**src/logic/ebs_pkg.sv**
```systemverilog
// Purpose : Shared constants and types for the external bus status block
// Assumes : clk_sys at 40 MHz, one machine cycle is two clk_sys periods
// Notes   : Every figure used by the design is named here once

package ebs_pkg;

    // ------------------------------------------------------------------
    // Timing
    // ------------------------------------------------------------------
    localparam int CLK_SYS_PERIOD_NS = 25;  // clk_sys period
    localparam int MC_PERIOD_NS      = 50;  // Machine cycle period
    // Machine cycle length in clk_sys cycles, derived from the two periods
    localparam int MC_DIV            = MC_PERIOD_NS / CLK_SYS_PERIOD_NS;

    // ------------------------------------------------------------------
    // Wait-state figures
    // ------------------------------------------------------------------
    localparam int       WAIT_W        = 3;       // Width of the wait count
    localparam logic [2:0] WAIT_MIN_RDY = 3'h2;   // Waits needed to use ready
    localparam logic [2:0] WAIT_LAST    = 3'h1;   // Count left in last wait
    localparam logic [2:0] WAIT_NONE    = 3'h0;   // No software waits

    // ------------------------------------------------------------------
    // Address space codes
    // ------------------------------------------------------------------
    localparam logic [1:0] SPACE_PROG = 2'h0;     // Program space
    localparam logic [1:0] SPACE_DATA = 2'h1;     // Data space
    localparam logic [1:0] SPACE_IO   = 2'h2;     // I/O space

    // ------------------------------------------------------------------
    // Reset values of the pins (inactive levels)
    // ------------------------------------------------------------------
    localparam logic PIN_IDLE_N = 1'h1;           // Active-low pins at rest
    localparam logic ACK_IDLE   = 1'h0;           // Hold acknowledge at rest

    // Bus sequencer states
    typedef enum logic [2:0] {
        ST_IDLE,
        ST_ADDR,
        ST_SWAIT,
        ST_XWAIT,
        ST_HOLD
    } ebs_state_e;

endpackage
```
**src/logic/ebs_bus_status.sv**
```systemverilog
// Purpose : Hold handshake, wait-progress, fetch indicator and cycle clock
// Assumes : Core holds acc_req until acc_done; hold_req_n held until done
// Notes   : Pins have separate output enables; the pad muxes drive Z

`timescale 1ns/1ps

module ebs_bus_status (
    // Clock and reset
    input  wire logic                         clk_sys,
    input  wire logic                         rstn,
    // Core access request
    input  wire logic                         acc_req,
    input  wire logic [ebs_pkg::WAIT_W-1:0]   acc_sw_waits,
    input  wire logic                         acc_instr,
    input  wire logic [1:0]                   acc_space,
    input  wire logic                         acc_write,
    output logic                              acc_done,
    // External control inputs
    input  wire logic                         hold_req_n,
    input  wire logic                         ready,
    input  wire logic                         off_n,
    // Status pins and their enable
    output logic                              bus_hold_ack,
    output logic                              wait_progress_out,
    output logic                              instr_fetch_ind_n,
    output logic                              machine_cycle_clk_out,
    output logic                              status_oe,
    // Bus control pins and their enable
    output logic                              mem_strobe_n,
    output logic                              io_strobe_n,
    output logic                              data_space_sel_n,
    output logic                              prog_space_sel_n,
    output logic                              io_space_sel_n,
    output logic                              rd_wr,
    output logic                              ctl_oe
);

    // ------------------------------------------------------------------
    // State record
    // ------------------------------------------------------------------
    typedef struct packed {
        ebs_pkg::ebs_state_e              st;      // Sequencer state
        logic [ebs_pkg::WAIT_W-1:0]       nwait;   // Programmed waits
        logic [ebs_pkg::WAIT_W-1:0]       wcnt;    // Waits left
        logic                             rdy_q;   // Ready at last boundary
        logic                             done;    // Access finished pulse
        logic                             ack;     // Hold acknowledge
        logic                             wp_n;    // Wait-progress level
        logic                             fetch_n;   // Fetch indicator
        logic                             mem_stb_n; // Memory strobe
        logic                             io_stb_n;  // I/O strobe
        logic                             dsel_n;    // Data space select
        logic                             psel_n;    // Program space select
        logic                             isel_n;    // I/O space select
        logic                             rw;      // High for read
        logic                             st_oe;   // Status pin enable
        logic                             c_oe;    // Control pin enable
    } ebs_state_s;

    ebs_state_s q_r;    // Registered state
    ebs_state_s q_nxt;  // Next state
    logic       mc_en;  // Machine cycle boundary enable
    logic       mc_clk; // Machine cycle clock level

    // ------------------------------------------------------------------
    // Machine cycle divider
    // ------------------------------------------------------------------
    ebs_mc_div u_div (
        .clk_sys (clk_sys),
        .rstn    (rstn),
        .mc_en   (mc_en),
        .mc_clk  (mc_clk)
    );

    // ------------------------------------------------------------------
    // Sequencer
    // ------------------------------------------------------------------
    // Strobe, select, fetch, wait-progress and acknowledge levels change only on machine cycle boundaries
    always_comb begin
        q_nxt      = q_r;
        q_nxt.done = 1'b0;
        if (mc_en) begin
            // Ready is registered one cycle so a looped-back wait-progress
            // is seen as it stood in the wait before the last one
            q_nxt.rdy_q = ready;
            unique case (q_r.st)
                ebs_pkg::ST_IDLE: begin
                    if (!hold_req_n) begin
                        // Hold wins over a pending access
                        q_nxt.st  = ebs_pkg::ST_HOLD;
                        q_nxt.ack = 1'b1;
                    end else if (acc_req) begin
                        q_nxt.st       = ebs_pkg::ST_ADDR;
                        q_nxt.nwait    = acc_sw_waits;
                        q_nxt.fetch_n   = ~acc_instr;
                        q_nxt.rw        = ~acc_write;
                        q_nxt.psel_n    = ~(acc_space == ebs_pkg::SPACE_PROG);
                        q_nxt.dsel_n    = ~(acc_space == ebs_pkg::SPACE_DATA);
                        q_nxt.isel_n    = ~(acc_space == ebs_pkg::SPACE_IO);
                        q_nxt.mem_stb_n = (acc_space == ebs_pkg::SPACE_IO);
                        q_nxt.io_stb_n  = ~(acc_space == ebs_pkg::SPACE_IO);
                    end
                end
                ebs_pkg::ST_ADDR: begin
                    if (q_r.nwait == ebs_pkg::WAIT_NONE) begin
                        q_nxt.st = ebs_pkg::ST_IDLE;
                    end else begin
                        q_nxt.st   = ebs_pkg::ST_SWAIT;
                        q_nxt.wcnt = q_r.nwait;
                        // Start of the first software wait
                        if (q_r.nwait >= ebs_pkg::WAIT_MIN_RDY) begin
                            q_nxt.wp_n = 1'b0;
                        end
                    end
                end
                ebs_pkg::ST_SWAIT: begin
                    if (q_r.wcnt == ebs_pkg::WAIT_LAST) begin
                        // Waits complete; ready only counts for two or more
                        if (q_r.nwait >= ebs_pkg::WAIT_MIN_RDY && !q_r.rdy_q) begin
                            q_nxt.st = ebs_pkg::ST_XWAIT;
                        end else begin
                            q_nxt.st = ebs_pkg::ST_IDLE;
                        end
                    end else begin
                        q_nxt.wcnt = q_r.wcnt - ebs_pkg::WAIT_LAST;
                        // Entering the last software wait
                        if (q_r.wcnt == ebs_pkg::WAIT_MIN_RDY) begin
                            q_nxt.wp_n = 1'b1;
                        end
                    end
                end
                ebs_pkg::ST_XWAIT: begin
                    // Low ready costs one more cycle, then look again
                    if (q_r.rdy_q) begin
                        q_nxt.st = ebs_pkg::ST_IDLE;
                    end
                end
                ebs_pkg::ST_HOLD: begin
                    // Master keeps the request until it has left the bus
                    if (hold_req_n) begin
                        q_nxt.st  = ebs_pkg::ST_IDLE;
                        q_nxt.ack = 1'b0;
                    end
                end
            endcase
            // Leaving an access puts every strobe back to rest
            if (q_r.st != ebs_pkg::ST_IDLE && q_r.st != ebs_pkg::ST_HOLD
                && q_nxt.st == ebs_pkg::ST_IDLE) begin
                q_nxt.done     = 1'b1;
                q_nxt.fetch_n   = ebs_pkg::PIN_IDLE_N;
                q_nxt.mem_stb_n = ebs_pkg::PIN_IDLE_N;
                q_nxt.io_stb_n  = ebs_pkg::PIN_IDLE_N;
                q_nxt.dsel_n    = ebs_pkg::PIN_IDLE_N;
                q_nxt.psel_n    = ebs_pkg::PIN_IDLE_N;
                q_nxt.isel_n    = ebs_pkg::PIN_IDLE_N;
                q_nxt.rw       = ebs_pkg::PIN_IDLE_N;
                q_nxt.wp_n     = ebs_pkg::PIN_IDLE_N;
            end
        end
        // Enables follow float control, and c_oe also follows hold, on every clk_sys edge;
        // this costs one clk_sys of latency but keeps pins glitch free
        q_nxt.st_oe = off_n;
        q_nxt.c_oe  = off_n && (q_nxt.st != ebs_pkg::ST_HOLD);
    end

    // Register the whole state
    always_ff @(posedge clk_sys or negedge rstn) begin
        if (!rstn) begin
            q_r          <= '0;
            q_r.st       <= ebs_pkg::ST_IDLE;
            q_r.ack      <= ebs_pkg::ACK_IDLE;
            q_r.wp_n     <= ebs_pkg::PIN_IDLE_N;
            q_r.fetch_n   <= ebs_pkg::PIN_IDLE_N;
            q_r.mem_stb_n <= ebs_pkg::PIN_IDLE_N;
            q_r.io_stb_n  <= ebs_pkg::PIN_IDLE_N;
            q_r.dsel_n    <= ebs_pkg::PIN_IDLE_N;
            q_r.psel_n    <= ebs_pkg::PIN_IDLE_N;
            q_r.isel_n    <= ebs_pkg::PIN_IDLE_N;
            q_r.rw       <= ebs_pkg::PIN_IDLE_N;
        end else begin
            q_r <= q_nxt;
        end
    end

    // ------------------------------------------------------------------
    // Outputs, all straight from flip-flops
    // ------------------------------------------------------------------
    assign acc_done              = q_r.done;
    assign bus_hold_ack          = q_r.ack;
    assign wait_progress_out     = q_r.wp_n;
    assign instr_fetch_ind_n     = q_r.fetch_n;
    assign machine_cycle_clk_out = mc_clk;
    assign status_oe             = q_r.st_oe;
    assign mem_strobe_n          = q_r.mem_stb_n;
    assign io_strobe_n           = q_r.io_stb_n;
    assign data_space_sel_n      = q_r.dsel_n;
    assign prog_space_sel_n      = q_r.psel_n;
    assign io_space_sel_n        = q_r.isel_n;
    assign rd_wr                 = q_r.rw;
    assign ctl_oe                = q_r.c_oe;

    // ------------------------------------------------------------------
    // Assertions
    // ------------------------------------------------------------------
    property p_ack_float;
        @(posedge clk_sys) disable iff (!rstn)
        bus_hold_ack |-> !ctl_oe && q_r.st == ebs_pkg::ST_HOLD;
    endproperty
    a_ack_float: assert property (p_ack_float)
        else $error("hold ack while bus driven");

    property p_wp_first;
        @(posedge clk_sys) disable iff (!rstn)
        mc_en && q_r.st == ebs_pkg::ST_ADDR && q_r.nwait >= ebs_pkg::WAIT_MIN_RDY
        |=> !wait_progress_out && q_r.st == ebs_pkg::ST_SWAIT;
    endproperty
    a_wp_first: assert property (p_wp_first)
        else $error("wait progress not low at first wait");

    property p_wp_last;
        @(posedge clk_sys) disable iff (!rstn)
        mc_en && q_r.st == ebs_pkg::ST_SWAIT && q_r.wcnt == ebs_pkg::WAIT_MIN_RDY
        |=> wait_progress_out && q_r.wcnt == ebs_pkg::WAIT_LAST;
    endproperty
    a_wp_last: assert property (p_wp_last)
        else $error("wait progress not high at last wait");

    property p_loop_one;
        @(posedge clk_sys) disable iff (!rstn)
        mc_en && q_r.st == ebs_pkg::ST_XWAIT && q_r.rdy_q |=> acc_done;
    endproperty
    a_loop_one: assert property (p_loop_one)
        else $error("access not ended after ready high");

    property p_fetch_idle;
        @(posedge clk_sys) disable iff (!rstn)
        q_r.st == ebs_pkg::ST_IDLE || q_r.st == ebs_pkg::ST_HOLD |-> instr_fetch_ind_n;
    endproperty
    a_fetch_idle: assert property (p_fetch_idle)
        else $error("fetch indicator low with no access");

    property p_clk_tog;
        @(posedge clk_sys) disable iff (!rstn)
        mc_en |=> $rose(machine_cycle_clk_out) ##1 $fell(machine_cycle_clk_out);
    endproperty
    a_clk_tog: assert property (p_clk_tog)
        else $error("cycle clock not toggling");

    property p_off_float;
        @(posedge clk_sys) disable iff (!rstn)
        !off_n |=> !status_oe && !ctl_oe;
    endproperty
    a_off_float: assert property (p_off_float)
        else $error("pins driven while float control low");

    property p_no_rdy;
        @(posedge clk_sys) disable iff (!rstn)
        mc_en && q_r.st == ebs_pkg::ST_SWAIT && q_r.wcnt == ebs_pkg::WAIT_LAST
        && q_r.nwait < ebs_pkg::WAIT_MIN_RDY |=> acc_done;
    endproperty
    a_no_rdy: assert property (p_no_rdy)
        else $error("ready used with fewer than two waits");

    property p_rdy_low;
        @(posedge clk_sys) disable iff (!rstn)
        mc_en && q_r.st == ebs_pkg::ST_XWAIT && !q_r.rdy_q
        |=> q_r.st == ebs_pkg::ST_XWAIT && !acc_done;
    endproperty
    a_rdy_low: assert property (p_rdy_low)
        else $error("access ended with ready low");

    property p_hold_float;
        @(posedge clk_sys) disable iff (!rstn)
        $rose(bus_hold_ack) |-> !ctl_oe && mem_strobe_n && io_strobe_n;
    endproperty
    a_hold_float: assert property (p_hold_float)
        else $error("control pins driven in hold");

endmodule

```
**src/logic/ebs_mc_div.sv**
```systemverilog
// Purpose : Machine-cycle divider, makes the cycle clock level and enable
// Assumes : MC_DIV is 2, so the level simply toggles every rising clk_sys edge
// Notes   : mc_en is high in the clk_sys cycle before each rising edge

`timescale 1ns/1ps

module ebs_mc_div (
    // Clock and reset
    input  wire logic clk_sys,
    input  wire logic rstn,
    // Machine cycle outputs
    output logic      mc_en,
    output logic      mc_clk
);

    // ------------------------------------------------------------------
    // State
    // ------------------------------------------------------------------
    typedef struct packed {
        logic clk_lvl;  // Cycle clock level
    } ebs_div_s;

    ebs_div_s q_r;      // Registered state
    ebs_div_s q_nxt;    // Next state

    // Level toggles each clk_sys, giving one rising edge per machine cycle
    always_comb begin
        q_nxt         = q_r;
        q_nxt.clk_lvl = ~q_r.clk_lvl;
    end

    // Register the divider
    always_ff @(posedge clk_sys or negedge rstn) begin
        if (!rstn) begin
            q_r <= '0;
        end else begin
            q_r <= q_nxt;
        end
    end

    // Enable marks the clk_sys edge on which the level rises
    assign mc_en  = ~q_r.clk_lvl;
    assign mc_clk = q_r.clk_lvl;

endmodule

```
**config.mk**
```make
export PLATFORM = sky130hd
export DESIGN_NAME = ebs_bus_status
export DESIGN_NICKNAME = d
export VERILOG_FILES = /design/src/logic/ebs_pkg.sv /design/src/logic/ebs_bus_status.sv /design/src/logic/ebs_mc_div.sv
export SDC_FILE = /design/constraint.sdc
export NUM_CORES = 1
export LEC_CHECK = 0
export BUFFER_PORTS_ARGS = -buffer_cell sky130_fd_sc_hd__clkbuf_2
export CORE_ASPECT_RATIO = 0.75
export CORE_UTILIZATION = 29
export CTS_BUF_LIST = sky130_fd_sc_hd__clkbuf_4 sky130_fd_sc_hd__clkbuf_8
export DETAILED_ROUTE_END_ITERATION = 10
export PLACE_DENSITY = 0.49
export SETUP_SLACK_MARGIN = 0.5
export SYNTH_ARGS = -nofsm -noshare
export SYNTH_HDL_FRONTEND = slang
export SYNTH_SLANG_ARGS = --single-unit
```
**constraint.sdc**
```tcl
create_clock -name clk_sys -period 2.2 [get_ports clk_sys]
set_input_delay 0.11 -clock clk_sys [delete_from_list [all_inputs] [get_ports clk_sys]]
set_output_delay 0.11 -clock clk_sys [all_outputs]
set_load 0.02 [all_outputs]
```
==> results of run 1 <==
## power breakdown
group	total [uW]	internal [uW]	switching [uW]	leakage, uW
combinational	1060	506	552	0.000434
clock	291	159	132	0.0000288
sequential	746	599	147	0.000252
total	2100	1260	830	0.000715
## cell families after synthesis
| logic type | Yosys count |
|---|---|
| AND/OR/NAND/NOR | 44 |
| AO/OA/AOI/OAI | 34 |
| flip-flops | 22 |
| buffers and inverters | 17 |
| multiplexers | 4 |
| adder cells (fa/ha/maj) | 3 |
| XOR/XNOR | 1 |
## routing by layer
layer / vias up / global-route usage, %
li1: 522 / -
met1: 512 / 21.2
met2: 16 / 20.6
met3: 2 / 3.71
met4: 0 / 5.29
met5: - / 0
## cell type report
| cell class | count | area, um^2 |
|---|---|---|
| fill | 386 | 2150 |
| clock buffer | 4 | 55.1 |
| multi-input combinational | 86 | 628 |
| sequential | 22 | 564 |
| tap | 52 | 65.1 |
| inverter | 9 | 33.8 |
| timing repair buffer | 44 | 282 |
## layout by cell type (no fill, tap or decap), types with 3 or more instances in the layout
master                          instances
sky130_fd_sc_hd__clkbuf_8               4
sky130_fd_sc_hd__nand2_1               12
sky130_fd_sc_hd__dfrtp_2                4
sky130_fd_sc_hd__mux2_2                 4
sky130_fd_sc_hd__inv_1                  7
sky130_fd_sc_hd__a21oi_1                6
sky130_fd_sc_hd__dlygate4sd3_1          4
sky130_fd_sc_hd__nor2_1                11
sky130_fd_sc_hd__o21ai_0                6
sky130_fd_sc_hd__nor3_1                 3
sky130_fd_sc_hd__clkbuf_2              25
sky130_fd_sc_hd__dfstp_2                7
sky130_fd_sc_hd__dfrtp_1               11
sky130_fd_sc_hd__nand2b_1               3
sky130_fd_sc_hd__nor2_2                 3
sky130_fd_sc_hd__a22oi_2                3
sky130_fd_sc_hd__buf_4                 14
sky130_fd_sc_hd__nor2b_1                3
## critical path: stages, from the launching register on
cell and delay, ns:
sky130_fd_sc_hd__dfrtp_2 0.45, sky130_fd_sc_hd__or4b_4 0.50, sky130_fd_sc_hd__a21oi_4 0.14, sky130_fd_sc_hd__o21ai_2 0.08, sky130_fd_sc_hd__o221a_1 0.26, sky130_fd_sc_hd__o31a_1 0.27
## stage by stage
stage	hold slack (ns)	cell area (um^2)	total power, uW
2_1_floorplan	-0.186	1190	1330
3_3_place_gp	0.127	1360	1560
3_5_place_dp	0.134	1360	1550
4_1_cts	0.0336	1580	2020
5_1_grt	0.0368	1630	2250
6_report	0.0410	1630	2100
## timing repair
action                     4_1_cts  5_1_grt
hold buffers                     4        0
setup endpoints to repair       16       16
hold endpoints to repair        18        0
buffers inserted                 9        2
pin swaps                        5        2
gates resized for setup         16        7
## worst max-delay path by stage
stage | from | endpoint | depth (start not counted)
6_report | q_r[20] | ctl_oe | 5
5_1_grt | q_r[21] | ctl_oe | 5
4_1_cts | q_r[21] | ctl_oe | 5
3_3_place_gp | q_r[19] | rd_wr | 5
3_5_place_dp | q_r[18] | data_space_sel_n | 5
2_1_floorplan | q_r[21] | ctl_oe | 6
==> results.tsv, run 1 <==
metric	value	unit
post-route antenna net violation count	0	
post-synthesis compound-gate area fraction	20.4	%
Critical R2R Capture	ctl_oe	
number of search-and-repair iterations in the first detailed-routing pass	4	
placeable core region	3780	um^2
Data arrival, critical path	1.97	ns
arithmetic-cell share of the synthesized area counting full adders, half adders and majority gates	3.16	%
remaining design rule violation count	0	
DP Worst Slack	0.292	ns
fraction of synthesized cell area in xor and xnor cells	0.738	%
iteration-0 DRC count of the detailed router	47	
wirelength, routed	2840	um
final routed wire length divided by cell count	13.1	um
Most flops, register	q_r	
Min-Delay Startpoint	acc_space[1]	
source-to-sink clock delay at the later pin of the worst-skew pair	0.26	ns
top cell types by occurrence after synthesis	sky130_fd_sc_hd__dfrtp_1 (15), sky130_fd_sc_hd__nor2_1 (14), sky130_fd_sc_hd__nand2_1 (12)	
post-DR vias/cell	4.85	
routed length on met2	1360	um
Yosys top cell area share	31.6	%
net count reported at finish	182	
number of stages on the worst hold path	2	
Top FF cell, synth	sky130_fd_sc_hd__dfrtp_1	
count of boundary I/O pins	26	
Netlist cell types	39	
startpoint type of the worst setup path	register	
cell count after synthesis	125	
wire length on met3	67	um
Power Dens Cells	1290	nW/um^2
CP Class	register to register	
fin crit share	82.7	%
number of antenna violations at the first check in global routing	0	
FF+latch count, synth	22	
post-synthesis sequential area ratio	47.2	%
fraction of synthesis flops using an asynchronous set or reset pin	100	%
post-route minimum period	1.82	ns
count of endpoints failing hold in the final timing report	0	
result of the run	complete, no violations	
Final Non-Filler Cells	217	
nature of the critical path endpoint	register	
initial core utilization	31.4	%
Die X	75.8	um
largest family of logic cells by synthesized area	compound AO/OA/AOI/OAI gates	
number of clock sinks	22	
Cell Count Post-Placement	198	
most used standard cell by instance count after synthesis	sky130_fd_sc_hd__dfrtp_1	
final core utilization	43.1	%
Overall Global Routing Usage	14.5	%
Area Growth Syn to Fin	37.2	%
detailed placer's ending HPWL	1940	um
Setup Skew	0.00613	ns
final setup fails	0	
global-route wire length before repair	4710	um
clock transition time at the flip-flop clock pins of the worst setup and hold paths	0.08	ns
clock root buffer	sky130_fd_sc_hd__clkbuf_8	
max FFs per register	10	
fmax	550	MHz
total global routing overflow	0	
max-cap check violation count	0	
post-synthesis cell area	1190	um^2
leading cell types by total area after synthesis	sky130_fd_sc_hd__dfrtp_1 (32%), sky130_fd_sc_hd__dfstp_2 (16%), sky130_fd_sc_hd__nor2_1 (4.4%)	
Post-Synthesis Net Count	141	
highest routed metal layer	met4	
worst-case clock buffer depth	2	
worst min path class	input pin to register	
relative slew slack	62.8	%
placer congestion estimate	0.851	
maximum number of pins on one net before global-route repair	23	
Vert. Die Dim	57.4	um
total leakage power	0.000715	uW
total via count after detailed routing	1052	
number of input and output port buffers inserted	25	
deepest level of the CTS H-tree	1	
hold endpoint	io_strobe_n	
cell count of the worst reg-to-reg path	5	
library cell occupying the most area in the post-synthesis netlist	sky130_fd_sc_hd__dfrtp_1	
setup repair after global routing missed its margin	yes	
worst slew pin tran	0.557	ns
Crit Reg-Reg Startpoint	q_r[20]	
final-layout setup total negative slack	0	ns
number of flops mapped to enable cells by yosys	0	
post-synthesis average cell area	9.49	um^2
WL met1	1380	um
setup ws final	0.381	ns
critical-path maximum fanout	8	
via count of the first global-routing pass	997	
peak ir drop on the vdd network	512	uV
slack of the worst reg-to-reg path	0.38	ns
area of the die	4350	um^2
number of rows in the core area	19	
share of post-route cells with drive strength above 1	46.1	%
multiplexer share of the synthesized area	3.80	%
Post-Synth Simple-Gate Area	18.2	%
Req. time, crit path	2.35	ns
count of yosys warnings during synthesis	0	
number of diodes	0	
pins over their slew limit	0	
number of buffers inserted during clock tree synthesis	3	
clock tree from TritonCTS	done	
(Power assumes the default switching activity.)
==> run 2: changes to the inputs <==
==> constraint.sdc (replaced) <==
create_clock -name clk_sys -period 1.8 [get_ports clk_sys]
set_input_delay 0.09 -clock clk_sys [delete_from_list [all_inputs] [get_ports clk_sys]]
set_output_delay 0.09 -clock clk_sys [all_outputs]
set_load 0.02 [all_outputs]
==> results.tsv, run 2 (synthesis gave the netlist of run 1 again) <==
metric	value	unit
Area Growth Syn to Fin	48.6	%
global-route wire length before repair	4920	um
Setup Skew	0.00148	ns
final routed wire length divided by cell count	14.0	um
final core utilization	46.6	%
number of rows in the core area	19	
number of search-and-repair iterations in the first detailed-routing pass	4	
final-layout setup total negative slack	-0.213	ns
total leakage power	0.000772	uW
Reg power frac	29.8	%
clock transition time at the flip-flop clock pins of the worst setup and hold paths	0.08	ns
number of input and output port buffers inserted	25	
final setup fails	5	
Req. time, crit path	1.96	ns
total global routing overflow	0	
Data arrival, critical path	2.02	ns
nature of the critical path endpoint	register	
placeable core region	3780	um^2
worst slew pin tran	0.534	ns
critical-path maximum fanout	2	
clock root buffer	sky130_fd_sc_hd__clkbuf_8	
total via count after detailed routing	1062	
pins over their slew limit	0	
wirelength, routed	3100	um
area of the die	4350	um^2
setup ws final	-0.0642	ns
cell internal pwr	1780	uW
count of boundary I/O pins	26	
post-DR vias/cell	4.78	
Power Dens Cells	1640	nW/um^2
post-route minimum period	1.86	ns
initial core utilization	31.4	%
share of post-route cells with drive strength above 1	51.8	%
worst min path class	input pin to register	
via count of the first global-routing pass	1017	
max-cap check violation count	0	
maximum number of pins on one net before global-route repair	23	
setup repair after global routing missed its margin	yes	
violations in the final reports	setup timing	
startpoint type of the worst setup path	register	
post-route antenna net violation count	0	
leading cell types in the layout, fill and taps excluded	sky130_fd_sc_hd__clkbuf_2 (25), sky130_fd_sc_hd__buf_4 (16), sky130_fd_sc_hd__dfrtp_1 (13), sky130_fd_sc_hd__nand2_1 (11), sky130_fd_sc_hd__nor2_1 (9)	
max FFs per register	10	
worst-case clock buffer depth	2	
peak ir drop on the vdd network	777	uV
remaining design rule violation count	0	
number of buffers inserted during clock tree synthesis	3	
result of the run	finished, violations left	
leading cell type in the layout, fill and taps excluded	sky130_fd_sc_hd__clkbuf_2	
iteration-0 DRC count of the detailed router	56	
source-to-sink clock delay at the later pin of the worst-skew pair	0.26	ns
detailed placer's ending HPWL	2130	um
fmax	536	MHz
clock tree from TritonCTS	done	
Vert. Die Dim	57.4	um
relative slew slack	64.4	%
Die X	75.8	um
Overall Global Routing Usage	15.4	%
Most flops, register	q_r	
deepest level of the CTS H-tree	1	
CP Class	register to register	
fraction of power consumed by the clock network	16.1	%
placer congestion estimate	0.896	
sw frac	38.4	%
number of clock sinks	22	
net count reported at finish	187	
relative contribution of combinational cells to total power	54.2	%
number of antenna violations at the first check in global routing	0	
switching component of the power	1110	uW
number of diodes	0	
count of endpoints failing hold in the final timing report	0	
fin crit share	104	%
## run 2: changes by cell type in the layout (fill, tap and decap cells not counted), moves of 2 or more
cell / change
sky130_fd_sc_hd__o32ai_1: -2
sky130_fd_sc_hd__dfrtp_2: -2
sky130_fd_sc_hd__nor2_1: -2
sky130_fd_sc_hd__o32ai_2: +2
sky130_fd_sc_hd__mux2_4: +3
sky130_fd_sc_hd__buf_6: +2
sky130_fd_sc_hd__mux2_2: -3
sky130_fd_sc_hd__dfrtp_1: +2
sky130_fd_sc_hd__buf_4: +2
sky130_fd_sc_hd__nor2_4: +3
## run 2: critical path: stages (launching register included)
cell and delay [ns]:
sky130_fd_sc_hd__dfrtp_1 0.40, sky130_fd_sc_hd__or4b_4 0.54, sky130_fd_sc_hd__a21oi_4 0.16, sky130_fd_sc_hd__o21ai_2 0.10, sky130_fd_sc_hd__o221a_1 0.28, sky130_fd_sc_hd__o31a_1 0.28
## run 2: metrics by stage
step	cell area (um^2)	setup WS, ns	cells	hold slack [ns]	total power (uW)
floorplan	1210	-0.00660	125	-0.206	1640
global placement	1440	-0.0788	207	0.106	2050
detailed placement	1440	-0.105	207	0.106	2060
CTS	1710	-0.0367	220	0.00612	2830
global route	1760	-0.123	222	0.00458	3100
finish	1760	-0.0642	222	0.0144	2890
## run 2: routing by layer
layer  track usage [%]  part of all wire, %  up-vias
met3              3.18                  2.5        2
met4              4.76                  1.1        0
met2              22.8                   49       15
met1              22.5                   48      516
met5                 0                    0        -
li1                  -                    -      529
## run 2: worst paths after layout
kind / cells after the start / endpoint / from / slack (ns)
worst max-delay path: 5 / ctl_oe / q_r[17] / -0.06
worst min-delay path: 2 / io_strobe_n / acc_space[1] / 0.01
worst max register to register: 5 / ctl_oe / q_r[17] / -0.06
worst min register to register: 2 / io_strobe_n / io_strobe_n / 0.54
max in group asynchronous: 2 / u_div.mc_clk / rstn / 1.08
min in group asynchronous: 2 / status_oe / rstn / 0.33
## run 2: power by group through the flow
stage          Clock, uW  Sequential (uW)  Combinational, uW
3_3_place_gp           0              849               1200
2_1_floorplan          0              962                680
3_5_place_dp           0              857               1200
5_1_grt              493              895               1710
6_report             464              860               1570
4_1_cts              470              861               1500
## run 2: cell type report
type	count	area, um^2
Fill cell	370	2020
Multi-Input combinational cell	86	697
Sequential cell	22	562
Timing Repair Buffer	49	334
Tap cell	52	65.1
Clock buffer	3	41.3
Inverter	9	33.8
Clock inverter	1	30.0
## run 2: repair_timing
| item | 4_1_cts | 5_1_grt |
|---|---|---|
| buffers inserted | 5 | 2 |
| endpoints found under the setup margin | 19 | 19 |
| hold buffers | 4 | 0 |
| gates resized for setup | 26 | 8 |
| endpoints found under the hold margin | 18 | 0 |
| pin swaps | 5 | 2 |
